**config.mk**
```make
export PLATFORM = sky130hd
export DESIGN_NAME = plc_line_control
export DESIGN_NICKNAME = d
export VERILOG_FILES = /design/src/verilog/plc_pkg.sv /design/src/verilog/plc_line_control.sv
export SDC_FILE = /design/constraint.sdc
export NUM_CORES = 1
export LEC_CHECK = 0
export BUFFER_PORTS_ARGS = -buffer_cell sky130_fd_sc_hd__buf_2
export CORE_ASPECT_RATIO = 1.2
export CORE_UTILIZATION = 25
export DETAILED_ROUTE_END_ITERATION = 10
export PLACE_DENSITY_LB_ADDON = 0.15
export SYNTH_ARGS = -nofsm -noshare
export SYNTH_HDL_FRONTEND = slang
export SYNTH_SLANG_ARGS = --single-unit
export TNS_END_PERCENT = 50
```
**constraint.sdc**
```tcl
create_clock -name clk -period 19.87 [get_ports clk]
set_input_delay 1.987 -clock clk [delete_from_list [all_inputs] [get_ports clk]]
set_output_delay 1.987 -clock clk [all_outputs]
set_load 0.02 [all_outputs]
```
**src/verilog/plc_pkg.sv**
```systemverilog
// Purpose: shared constants for the 32-line parallel line controller
// Assumes: byte addresses on an 8-bit register port, 32-bit data
// Notes: one bit per line in every per-line register
package plc_pkg;

    localparam int LINES = 32;
    localparam int ADDR_W = 8;
    localparam int DATA_W = 32;

    // register byte offsets
    localparam logic [7:0] OFF_OUT_ENABLE = 8'h10;
    localparam logic [7:0] OFF_OUT_DISABLE = 8'h14;
    localparam logic [7:0] OFF_OUTPUT_ENABLED_STATUS = 8'h18;
    localparam logic [7:0] OFF_GLITCH_FILTER_ENABLE = 8'h20;
    localparam logic [7:0] OFF_GLITCH_FILTER_DISABLE = 8'h24;
    localparam logic [7:0] OFF_GLITCH_FILTER_STATUS = 8'h28;
    localparam logic [7:0] OFF_DRIVE_VALUE_SET = 8'h30;
    localparam logic [7:0] OFF_DRIVE_VALUE_CLEAR = 8'h34;
    localparam logic [7:0] OFF_DRIVE_VALUE_STATE = 8'h38;
    localparam logic [7:0] OFF_PIN_LEVEL_SAMPLE = 8'h3C;
    localparam logic [7:0] OFF_CHANGE_IRQ_ENABLE = 8'h40;
    localparam logic [7:0] OFF_CHANGE_IRQ_DISABLE = 8'h44;
    localparam logic [7:0] OFF_CHANGE_IRQ_MASK = 8'h48;
    localparam logic [7:0] OFF_CHANGE_EVENT_STATUS = 8'h4C;
    localparam logic [7:0] OFF_OPEN_DRAIN_ENABLE = 8'h50;
    localparam logic [7:0] OFF_OPEN_DRAIN_DISABLE = 8'h54;
    localparam logic [7:0] OFF_OPEN_DRAIN_STATUS = 8'h58;
    localparam logic [7:0] OFF_PULLUP_DISABLE = 8'h60;
    localparam logic [7:0] OFF_PULLUP_ENABLE = 8'h64;
    localparam logic [7:0] OFF_PULLUP_STATUS = 8'h68;
    localparam logic [7:0] OFF_WRITE_PERMIT_ENABLE = 8'hA0;
    localparam logic [7:0] OFF_WRITE_PERMIT_DISABLE = 8'hA4;
    localparam logic [7:0] OFF_DIRECT_WRITE_PERMISSION_STATUS = 8'hA8;

    // reset values
    localparam logic [31:0] RST_ALL_CLEAR = 32'h0000_0000;
    localparam logic [31:0] RST_PULLUP_ON = 32'hFFFF_FFFF;
    localparam logic [31:0] READ_UNMAPPED = 32'h0000_0000;

    // glitch filter: cycles a new level must persist before it is accepted
    localparam int FILTER_CYCLES = 2;
    localparam int FILTER_CNT_W = 2;

endpackage : plc_pkg

```
**src/verilog/plc_line_control.sv**
```systemverilog
// Purpose: per-line control and status of a 32-line parallel I/O controller
// Assumes: single 125 MHz clock, asynchronous active-high reset, plain register port
// Notes: pins are synchronised, optionally glitch filtered, then watched for change
//
// Notes on behaviour
// - bit n of every per-line register belongs to line n, 0 to 31
// - output status reads 1 where the line's driver is enabled, else 0
// - writing 1 to filter enable turns the line's glitch filter on
// - writing 1 to filter disable turns the line's glitch filter off
// - filter status reads 1 for lines whose glitch filter is on
// - writing 1 to drive set makes the line's drive value high
// - writing 1 to drive clear makes the line's drive value low
// - drive state reads the value currently scheduled for each line
// - drive state is always readable and may also be written directly
// - direct drive writes act only on lines with write permission set
// - pin level sample reads the sampled pin level, regardless of outputs
// - pins are sampled only on clock edges; stopped clock holds last levels
// - writing 1 to change irq enable arms that line's change interrupt
// - writing 1 to change irq disable disarms that line's change interrupt
// - change irq mask reads 1 for every armed line
// - change status sets on a detected level change, clears on read or reset
// - change status resets to zero; events after reset may show at once
// - writing 1 to open drain enable makes the line open-drain
// - writing 1 to open drain disable returns the line to push-pull
// - open-drain lines drive low only; status reads the mode per line
// - writing 1 to pull-up disable switches off that line's pull-up
`timescale 1ns/1ns

module plc_line_control #(
    parameter int LINES = plc_pkg::LINES,
    parameter int FILTER_CYCLES = plc_pkg::FILTER_CYCLES
) (
    input wire logic clk,
    input wire logic sys_rst,
    input wire logic [plc_pkg::ADDR_W-1:0] reg_addr,
    input wire logic [plc_pkg::DATA_W-1:0] reg_wdata,
    input wire logic reg_wr,
    input wire logic reg_rd,
    output logic [plc_pkg::DATA_W-1:0] reg_rdata,
    input wire logic [LINES-1:0] line_in,
    output logic [LINES-1:0] line_out,
    output logic [LINES-1:0] line_oe_n,
    output logic [LINES-1:0] line_pullup_en,
    output logic irq
);

    localparam logic [plc_pkg::FILTER_CNT_W-1:0] FILT_LAST =
        plc_pkg::FILTER_CNT_W'(FILTER_CYCLES - 1);

    logic [LINES-1:0] in_meta;
    logic [LINES-1:0] in_sync;
    logic [LINES-1:0] pin_level;
    logic [LINES-1:0] level_prev;
    logic [LINES-1:0] change_evt;
    logic [LINES-1:0] out_enabled;
    logic [LINES-1:0] filter_on;
    logic [LINES-1:0] drive_state;
    logic [LINES-1:0] write_permit;
    logic [LINES-1:0] irq_mask;
    logic [LINES-1:0] change_status;
    logic [LINES-1:0] open_drain;
    logic [LINES-1:0] wbits;
    logic [plc_pkg::DATA_W-1:0] next_rdata;

    // write decode, one strobe per register
    logic wr_oe_en;
    logic wr_oe_dis;
    logic wr_filt_en;
    logic wr_filt_dis;
    logic wr_set;
    logic wr_clr;
    logic wr_state;
    logic wr_irq_en;
    logic wr_irq_dis;
    logic wr_od_en;
    logic wr_od_dis;
    logic wr_pu_dis;
    logic wr_pu_en;
    logic wr_perm_en;
    logic wr_perm_dis;
    logic rd_status;

    assign wbits = reg_wdata[LINES-1:0];
    assign wr_oe_en = reg_wr && (reg_addr == plc_pkg::OFF_OUT_ENABLE);
    assign wr_oe_dis = reg_wr && (reg_addr == plc_pkg::OFF_OUT_DISABLE);
    assign wr_filt_en = reg_wr && (reg_addr == plc_pkg::OFF_GLITCH_FILTER_ENABLE);
    assign wr_filt_dis = reg_wr && (reg_addr == plc_pkg::OFF_GLITCH_FILTER_DISABLE);
    assign wr_set = reg_wr && (reg_addr == plc_pkg::OFF_DRIVE_VALUE_SET);
    assign wr_clr = reg_wr && (reg_addr == plc_pkg::OFF_DRIVE_VALUE_CLEAR);
    assign wr_state = reg_wr && (reg_addr == plc_pkg::OFF_DRIVE_VALUE_STATE);
    assign wr_irq_en = reg_wr && (reg_addr == plc_pkg::OFF_CHANGE_IRQ_ENABLE);
    assign wr_irq_dis = reg_wr && (reg_addr == plc_pkg::OFF_CHANGE_IRQ_DISABLE);
    assign wr_od_en = reg_wr && (reg_addr == plc_pkg::OFF_OPEN_DRAIN_ENABLE);
    assign wr_od_dis = reg_wr && (reg_addr == plc_pkg::OFF_OPEN_DRAIN_DISABLE);
    assign wr_pu_dis = reg_wr && (reg_addr == plc_pkg::OFF_PULLUP_DISABLE);
    assign wr_pu_en = reg_wr && (reg_addr == plc_pkg::OFF_PULLUP_ENABLE);
    assign wr_perm_en = reg_wr && (reg_addr == plc_pkg::OFF_WRITE_PERMIT_ENABLE);
    assign wr_perm_dis = reg_wr && (reg_addr == plc_pkg::OFF_WRITE_PERMIT_DISABLE);
    assign rd_status = reg_rd && (reg_addr == plc_pkg::OFF_CHANGE_EVENT_STATUS);

    // pin synchroniser; in_meta feeds in_sync only
    always_ff @(posedge clk or posedge sys_rst) begin
        if (sys_rst) begin
            in_meta <= '0;
            in_sync <= '0;
        end else begin
            in_meta <= line_in;
            in_sync <= in_meta;
        end
    end

    // per-line glitch filter: a new level must persist before it is taken
    genvar gi;
    generate
        for (gi = 0; gi < LINES; gi++) begin : g_line
            logic [plc_pkg::FILTER_CNT_W-1:0] hold_cnt;
            always_ff @(posedge clk or posedge sys_rst) begin
                if (sys_rst) begin
                    hold_cnt <= '0;
                    pin_level[gi] <= 1'b0;
                end else if (!filter_on[gi] || in_sync[gi] == pin_level[gi]) begin
                    hold_cnt <= '0;
                    pin_level[gi] <= in_sync[gi];
                end else if (hold_cnt == FILT_LAST) begin
                    hold_cnt <= '0;
                    pin_level[gi] <= in_sync[gi];
                end else begin
                    hold_cnt <= hold_cnt + plc_pkg::FILTER_CNT_W'(1);
                end
            end
        end
    endgenerate

    always_ff @(posedge clk or posedge sys_rst) begin
        if (sys_rst) begin
            level_prev <= '0;
        end else begin
            level_prev <= pin_level;
        end
    end

    // any edge counts, rising or falling
    assign change_evt = pin_level ^ level_prev;

    always_ff @(posedge clk or posedge sys_rst) begin
        if (sys_rst) begin
            out_enabled <= plc_pkg::RST_ALL_CLEAR;
        end else if (wr_oe_en) begin
            out_enabled <= out_enabled | wbits;
        end else if (wr_oe_dis) begin
            out_enabled <= out_enabled & ~wbits;
        end
    end

    always_ff @(posedge clk or posedge sys_rst) begin
        if (sys_rst) begin
            filter_on <= plc_pkg::RST_ALL_CLEAR;
        end else if (wr_filt_en) begin
            filter_on <= filter_on | wbits;
        end else if (wr_filt_dis) begin
            filter_on <= filter_on & ~wbits;
        end
    end

    always_ff @(posedge clk or posedge sys_rst) begin
        if (sys_rst) begin
            drive_state <= plc_pkg::RST_ALL_CLEAR;
        end else if (wr_set) begin
            drive_state <= drive_state | wbits;
        end else if (wr_clr) begin
            drive_state <= drive_state & ~wbits;
        end else if (wr_state) begin
            // lines without permission keep their value
            drive_state <= (drive_state & ~write_permit) | (wbits & write_permit);
        end
    end

    always_ff @(posedge clk or posedge sys_rst) begin
        if (sys_rst) begin
            write_permit <= plc_pkg::RST_ALL_CLEAR;
        end else if (wr_perm_en) begin
            write_permit <= write_permit | wbits;
        end else if (wr_perm_dis) begin
            write_permit <= write_permit & ~wbits;
        end
    end

    always_ff @(posedge clk or posedge sys_rst) begin
        if (sys_rst) begin
            irq_mask <= plc_pkg::RST_ALL_CLEAR;
        end else if (wr_irq_en) begin
            irq_mask <= irq_mask | wbits;
        end else if (wr_irq_dis) begin
            irq_mask <= irq_mask & ~wbits;
        end
    end

    // read clears, but an event in the reading cycle survives
    always_ff @(posedge clk or posedge sys_rst) begin
        if (sys_rst) begin
            change_status <= plc_pkg::RST_ALL_CLEAR;
        end else if (rd_status) begin
            change_status <= change_evt;
        end else begin
            change_status <= change_status | change_evt;
        end
    end

    always_ff @(posedge clk or posedge sys_rst) begin
        if (sys_rst) begin
            open_drain <= plc_pkg::RST_ALL_CLEAR;
        end else if (wr_od_en) begin
            open_drain <= open_drain | wbits;
        end else if (wr_od_dis) begin
            open_drain <= open_drain & ~wbits;
        end
    end

    always_ff @(posedge clk or posedge sys_rst) begin
        if (sys_rst) begin
            line_pullup_en <= plc_pkg::RST_PULLUP_ON[LINES-1:0];
        end else if (wr_pu_dis) begin
            line_pullup_en <= line_pullup_en & ~wbits;
        end else if (wr_pu_en) begin
            line_pullup_en <= line_pullup_en | wbits;
        end
    end

    // pad drive registered; open-drain lines release instead of driving high
    always_ff @(posedge clk or posedge sys_rst) begin
        if (sys_rst) begin
            line_out <= '0;
            line_oe_n <= '1;
        end else begin
            line_out <= drive_state & ~open_drain;
            line_oe_n <= ~(out_enabled & ~(open_drain & drive_state));
        end
    end

    always_ff @(posedge clk or posedge sys_rst) begin
        if (sys_rst) begin
            irq <= 1'b0;
        end else begin
            irq <= |(change_status & irq_mask);
        end
    end

    always_comb begin
        next_rdata = plc_pkg::READ_UNMAPPED;
        case (reg_addr)
            plc_pkg::OFF_OUTPUT_ENABLED_STATUS: next_rdata[LINES-1:0] = out_enabled;
            plc_pkg::OFF_GLITCH_FILTER_STATUS: next_rdata[LINES-1:0] = filter_on;
            plc_pkg::OFF_DRIVE_VALUE_STATE: next_rdata[LINES-1:0] = drive_state;
            plc_pkg::OFF_PIN_LEVEL_SAMPLE: next_rdata[LINES-1:0] = pin_level;
            plc_pkg::OFF_CHANGE_IRQ_MASK: next_rdata[LINES-1:0] = irq_mask;
            plc_pkg::OFF_CHANGE_EVENT_STATUS: next_rdata[LINES-1:0] = change_status;
            plc_pkg::OFF_OPEN_DRAIN_STATUS: next_rdata[LINES-1:0] = open_drain;
            plc_pkg::OFF_PULLUP_STATUS: next_rdata[LINES-1:0] = ~line_pullup_en;
            plc_pkg::OFF_DIRECT_WRITE_PERMISSION_STATUS: next_rdata[LINES-1:0] = write_permit;
            default: next_rdata = plc_pkg::READ_UNMAPPED;
        endcase
    end

    // data holds only in the cycle after the read strobe
    always_ff @(posedge clk or posedge sys_rst) begin
        if (sys_rst) begin
            reg_rdata <= plc_pkg::READ_UNMAPPED;
        end else if (reg_rd) begin
            reg_rdata <= next_rdata;
        end else begin
            reg_rdata <= plc_pkg::READ_UNMAPPED;
        end
    end
endmodule : plc_line_control

```
Yosys cells after proc, flatten, opt, wreduce, memory -nomap -nowiden
Cells that the tools add are included.
{"block": "word_totals", "regBits": 545, "in_bits": 76, "output_inout_bits": 129, "wordCells": 493}
{"block": "op_classes", "n_addsub": 32, "eq_ne": 87, "mux": 146, "bitwise_logic": 29, "reduce_logical": 120}
{"operator": "32-bit two-way mux", "n": 17}
{"operator": "32-bit bitwise AND", "n": 13}
{"operator": "32-bit OR", "n": 9}
{"operator": "32-bit case mux with 9 select lines", "n": 1}
{"operator": "32-bit inverter", "n": 6}
{"operator": "2-bit two-way mux", "n": 64}
{"operator": "8-bit by 7-bit equality test with 1-bit output (second input constant)", "n": 10}
{"operator": "2-bit nonzero test", "n": 38}
{"operator": "2-bit by 1-bit adder with 2-bit output (second input constant)", "n": 32}
{"operator": "2-bit by 1-bit equality test with 1-bit output (second input constant)", "n": 32}
{"operator": "1-bit two-way mux", "n": 64}
{"operator": "8-bit by 6-bit equality test with 1-bit output (second input constant)", "n": 7}
{"operator": "1-bit equality test", "n": 32}
{"operator": "1-bit zero test", "n": 32}
{"operator": "1-bit logical OR", "n": 32}
{"operator": "32-bit OR reduction", "n": 1}
{"operator": "32-bit bitwise XOR", "n": 1}
{"operator": "8-bit by 5-bit equality test with 1-bit output (second input constant)", "n": 3}
{"operator": "8-bit equality test (second input constant)", "n": 3}
{"operator": "1-bit logical AND", "n": 16}
{"operator": "3-bit nonzero test", "n": 1}

Longest topological paths before layout
Gate-level depths: netlist (run 1).
{"block": "logic_depth", "word_depth": 6, "mapped_depth": 9, "ltp_nobuf": 5}

Worst setup path after synthesis (run 1)
Ideal clock, no wire load.
{"block": "synth_timing", "path_kind": "input port to flip-flop", "start": "in reg_addr[7] in the netlist's numbering", "end": "reg change_status[21]", "setup_ns": 0.120, "t_arrival_ns": 3.452, "t_required_ns": 19.750, "setup_slack_ns": 16.298, "path_stages": 9, "n_path_buf": 4, "cell_sequence": "nand2b_1 -> clkbuf_1 -> or3_1 -> buf_2 -> or3_1 -> clkbuf_1 -> clkbuf_1 -> nand2_1 -> nand2_1"}
{"block": "synth_between", "elab_chain_len": 3}
{"item": "start: declaration", "line": "plc_line_control.sv:35", "text": "input wire logic [plc_pkg::ADDR_W-1:0] reg_addr,"}
{"item": "8-bit by 7-bit equality test with 1-bit output", "line": "plc_line_control.sv:99", "text": "assign rd_status = reg_rd && (reg_addr == plc_pkg::OFF_CHANGE_EVENT_STATUS);"}
{"item": "1-bit logical AND", "line": "plc_line_control.sv:99"}
{"item": "32-bit two-way mux", "line": "plc_line_control.sv:202", "text": "end else if (rd_status) begin"}
{"item": "end signal: assignment", "line": "plc_line_control.sv:201", "text": "change_status <= plc_pkg::RST_ALL_CLEAR;"}
{"item": "end signal: assignment", "line": "plc_line_control.sv:203", "text": "change_status <= change_evt;"}
{"item": "end signal: assignment", "line": "plc_line_control.sv:205", "text": "change_status <= change_status | change_evt;"}
{"item": "end: declaration", "line": "plc_line_control.sv:60", "text": "logic [LINES-1:0] change_status;"}
No other way between the ends.
A chain may end at the register's enable or synchronous reset.

==> impl_metrics.tcl, run 1 <==
set metrics [dict create \
    status "completed" \
    ctsHtreeMaxLevel 2 \
    drt_iter0_drc 1212 \
    dieHeight_um 331 \
    fill_cells 9071 \
    drc 0 \
    switching_power_uw 655 \
    ys_warn_count 0 \
    multi_input_area_um2 8210 \
    finalSetupViolCount 0 \
    startpoint "reg_addr[6]" \
    cap_violations 0 \
    syn_area_um2 22600 \
    portBuffers 204 \
    synth.distinct_cells 51 \
    crit_arrival_ps 5170 \
    hold_slack_ps 325 \
    cts.sinks 545 \
    placementRows 120 \
    slew_headroom 0.152 \
    cts_resized 0 \
    syn_nets 2039 \
    synthFlopType "dfrtp_1" \
    cp-start-kind "input port" \
    clkLatencyLatePin_ps 660 \
    dp.cells 3211 \
    hold_path.class "reg2reg" \
    pre_cts_ws_ps 14500 \
    grt_pass1_wl_um 115000 \
    swShare 0.253 \
    synthCells 1963 \
    fin_cells 3328 \
    track_usage 0.171 \
    drive_gt1_frac 0.269 \
    tightest_slew_ps 1270 \
    postCtsSetupRepairBufs 0 \
    seq_area_um2 13700 \
    clockPowerShare 0.466 \
    final_common_cell "dfrtp_1" \
    grt_overflow 0 \
    gp_congestion 0.801 \
    core_area_um2 89300 \
    ioPinCount 205 \
    power_frac_comb 0.067 \
    cp_max_fo 52 \
    dpl-instance-area_um2 24800 \
    async_reset_ff_frac 1.00 \
    fin_nets 2191 \
    cts-buffers-inserted 61 \
    ctsHoldBuffers 0 \
    worstSetupEndpointType "flip-flop" \
    worst_slack_ps 15210 \
    final-max-slew-violation-count 0 \
    first_pass_iters 7 \
    place_hpwl_um 50700 \
    min_period_ps 4660 \
    ys_seq_area_frac 0.608 \
    wl_per_cell_um 23.7 \
    syn_area_per_cell_um2 11.5 \
    totalWireLength_um 78800 \
    seqPwrFrac 0.467 \
    ant_nets 0 \
    synth-edff-count 0 \
    powerDensity_nw_per_um2 96.1 \
    grt_max_degree 173 \
    via_per_inst 4.79 \
    fin_crit_sh 0.235 \
    clock.fmax_mhz 214 \
    internal_power_mw 1.93 \
    setup_tns_ps 0 \
    first_global_vias 16500 \
    cts_root_buf "clkbuf_16" \
    p_leak_nw 11.7 \
    ys_ff_latch 545 \
    antenna_found_initial 9 \
    clockBufferDepth 3 \
    worst_hold_startpoint "in_meta[14]" \
    skew_ps 28.2 \
    cts_tree "yes" \
    cts.clk_slew.worst_paths_ps 60 \
    die_area_um2 91500 \
    final_cell_mix "481 x dfrtp_1, 365 x nand2_1, 203 x buf_2" \
    required_ps 20370 \
    vias 15900 \
    finalHoldViolCount 0 \
    rsz0062_at_grt "no" \
    vdd_drop_max_uv 74.2 \
    die_w_um 276 \
    initial_core_util 0.253 \
    finalInstanceArea_um2 26900 \
    syn2layout_area_growth_pct 19.2 \
    crit_type "in2reg" \
]
==> cell type report <==
cell class / instances / area share
sequential: 545 / 0.510
clock buffer: 80 / 0.0643
tap: 1159 / 0.0539
inverter: 37 / 0.00544
clock inverter: 35 / 0.0146
multi-input combinational: 1240 / 0.305
antenna: 2 / 0.000186
timing repair buffer: 230 / 0.0462
==> worst max-delay path: stages <==
cell       delay (ps)
buf_2             110
buf_4             360
nand4bb_1         740
nor3_4           1000
buf_4             540
nand2_1           140
a21oi_1           180
a221oi_1           60
==> worst paths after layout <==
path | endpoint | slack (ps) | depth (start not counted)
max | flip-flop | 15210 | 8
min | in_sync[14] | 320 | 0
max reg2reg | irq | 17980 | 3
min reg2reg | in_sync[14] | 320 | 0
max in group asynchronous | in_meta[17] | 16920 | 3
min in group asynchronous | reg_rdata[2] | 1430 | 2
==> Yosys cell counts (21+ instances only) <==
library cell / n / share of area
nor2_1: 28 / 0.0047
xnor2_1: 32 / 0.012
o21ai_0: 64 / 0.014
and3_1: 33 / 0.0091
nand2_1: 365 / 0.061
a211oi_1: 46 / 0.015
buf_2: 30 / 0.0067
inv_1: 36 / 0.0060
mux2_2: 155 / 0.077
and2_1: 35 / 0.0097
a22oi_1: 68 / 0.023
nor2b_1: 46 / 0.013
dfstp_2: 64 / 0.075
clkbuf_1: 105 / 0.017
a31oi_1: 75 / 0.021
a21oi_1: 83 / 0.018
a22o_1: 25 / 0.0097
dfrtp_1: 481 / 0.53
xor2_1: 32 / 0.012
mux2i_1: 21 / 0.0093
==> metrics by stage <==
step	total power, mW	utilization
global route	2.69	0.301
global placement	1.40	0.277
detailed placement	1.41	0.277
CTS	2.63	0.301
finish	2.59	0.301
floorplan	1.33	-
==> routing by layer <==
| layer | part of all wire | GRT usage |
|---|---|---|
| met1 | 0.43 | 0.219 |
| met2 | 0.48 | 0.287 |
| met3 | 0.060 | 0.0399 |
| met4 | 0.026 | 0.0532 |
| met5 | 0.00099 | 0 |
==> cell families (layout without fill, tap and decap cells) <==
group / after synthesis / count (layout) / synth area share
DFF: 545 / 545 / 0.608
other: 0 / 2 / 0
xor gates and xnor gates: 64 / 64 / 0.0248
AOI/OAI and AO/OA: 434 / 434 / 0.128
buffers and inverters: 178 / 382 / 0.0319
muxes: 194 / 194 / 0.0956
and+or+nand+nor: 548 / 548 / 0.111
==> power by group through the flow <==
stage | logic (mW) | clock network [mW] | registers, mW
after floorplan | 0.102 | 0 | 1.22
after global placement | 0.173 | 0 | 1.23
after detailed placement | 0.177 | 0 | 1.23
after CTS | 0.178 | 1.25 | 1.21
after global routing | 0.191 | 1.28 | 1.21
final | 0.173 | 1.20 | 1.21
No activity file was read; power rests on OpenSTA's default activity.
==> inputs of run 2 (changes only) <==
Clock period 19.87 ns to 4.9 ns, I/O delays scaled along.
==> run 2 against run 1 <==
Against the previous run:
- clock power rose to 3.8 times the previous value
- critical path depth is 1 lower
- design area grew 1.2%
- die area did not move
- via count up 3.3%
- clock skew fell by 19 ps
- worst setup slack got worse by 13000 ps
- routed wire length up 0.30%
- sequential share of layout area shrank 0.61 points
- flip-flop and latch count did not move
- register-to-register slack worse by 15000 ps
- power grew to 4.0 times the previous value
- largest cell class unchanged
==> impl_metrics.tcl, run 2 (synthesis gave the netlist of run 1 again) <==
set metrics [dict create \
    cp_max_fo 20 \
    initial_core_util 0.253 \
    p_leak_nw 11.9 \
    min_period_ps 2790 \
    clockBufferDepth 3 \
    grt_overflow 0 \
    antenna_found_initial 6 \
    final_cell_mix "481 x dfrtp_1, 365 x nand2_1, 203 x buf_2" \
    clock.fmax_mhz 358 \
    final-max-slew-violation-count 0 \
    totalWireLength_um 79000 \
    gp_congestion 0.774 \
    cp_num_buf_inv 2 \
    rsz0062_at_grt "no" \
    cts.clk_slew.worst_paths_ps 60 \
    cap_violations 0 \
    cpMostUsedCell "nand2_1" \
    cts_root_buf "clkbuf_16" \
    dieHeight_um 331 \
    hold_path.class "in2reg" \
    die_area_um2 91500 \
    crit_type "in2reg" \
    critical-path-top-delay-family "simple AND/OR/NAND/NOR gates" \
    path_cells "buf_2, nor4b_1, nand2_1, nor2_4, buf_4, nand2_1, mux2_2" \
    placementRows 120 \
    ff2ff_setup_slack_ps 3030 \
    syn2layout_area_growth_pct 20.6 \
    tightest_slew_ps 1150 \
    path_depth 7 \
    n_antenna_cell 0 \
    slowest_delay_ps 870 \
    die_w_um 276 \
    drive_gt1_frac 0.267 \
    track_usage 0.173 \
    setup_tns_ps 0 \
    slowest_stage "nor4b_1" \
    first_pass_iters 6 \
    fin_crit_sh 0.569 \
    portBuffers 204 \
    cts-buffers-inserted 60 \
    drt_iter0_drc 1320 \
    via_per_inst 4.88 \
    finalSetupViolCount 0 \
    startpoint "reg_addr[1]" \
    drc 0 \
    slew_headroom 0.235 \
    fin_nets 2236 \
    cts_tree "yes" \
    clkLatencyLatePin_ps 630 \
    place_hpwl_um 51100 \
    vdd_drop_max_uv 262 \
    first_global_vias 16900 \
    cts_resized 0 \
    fill_cells 9088 \
    finalInstanceArea_um2 27200 \
    required_ps 5450 \
    ant_nets 0 \
    rr_worst_depth 3 \
    dpl-instance-area_um2 24900 \
    ctsHtreeMaxLevel 2 \
    core_area_um2 89300 \
    grt_max_degree 142 \
    r2r-end "irq" \
    cp-start-kind "input port" \
    finalHoldViolCount 0 \
    grt_pass1_wl_um 117000 \
    skew_ps 9.60 \
    crit_arrival_ps 3340 \
    worstSetupEndpointType "flip-flop" \
    final_common_cell "dfrtp_1" \
    wl_per_cell_um 23.5 \
    ioPinCount 205 \
    status "completed" \
    cts.sinks 545 \
    vias 16500 \
    powerDensity_nw_per_um2 376 \
]
[run 2: power breakdown]
group	total, mW	switching [mW]	internal (mW)	leakage [nW]
combinational	0.730	0.463	0.268	4.02
clock	4.61	1.92	2.70	1.00
sequential	4.90	0.176	4.72	6.87
total	10.2	2.56	7.69	11.9
[run 2: worst min-delay path by stage]
stage | start | to | slack [ps] | cells past startpoint
6_report | reg_wdata[12] | flip-flop | 190 | 2
4_1_cts | reg_wdata[5] | flip-flop | 140 | 2
3_5_place_dp | in_meta[0] | in_sync[0] | 330 | 0
5_1_grt | reg_wdata[5] | flip-flop | 160 | 2
3_3_place_gp | in_meta[3] | in_sync[3] | 330 | 0
2_1_floorplan | in_meta[0] | in_sync[0] | 330 | 0
[run 2: cell type report]
class	instances	area, um^2	area share
flip-flops and latches	545	13700	0.504
well taps	1159	1450	0.0533
repair buffers	276	1700	0.0623
multi-input cells	1240	8210	0.302
clock buffers	86	1760	0.0647
clock inverters	26	243	0.00892
inverters	37	143	0.00524
[run 2: per-layer routing]
| metal | part of all wire | up-vias | GRT usage |
|---|---|---|---|
| li1 | - | 7285 | - |
| met2 | 0.48 | 552 | 0.288 |
| met1 | 0.44 | 8498 | 0.230 |
| met4 | 0.026 | 2 | 0.0516 |
| met5 | 0.00016 | - | 0 |
| met3 | 0.059 | 117 | 0.0293 |
[run 2: worst register-to-register path, stage by stage (launching register included)]
cell and delay [ps]:
dfrtp_1 430, a22oi_1 440, nand4_1 260, or4_1 580
[run 2: what timing repair did]
action,4_1_cts,5_1_grt
hold buffers,33,0
buffers inserted,0,0
endpoints found under the hold margin,47,0
[run 2: stage by stage]
step                 util  hold slack, ps  worst slack [ps]  total power, mW  cells
floorplan               -             331             -2950             5.38   1963
global placement    0.279             335              1520             5.68   3224
detailed placement  0.279             335              1430             5.70   3224
CTS                 0.305             141              2100             10.4   3369
global route        0.305             165              2020             10.7   3369
finish              0.305             189              2110             10.2   3369
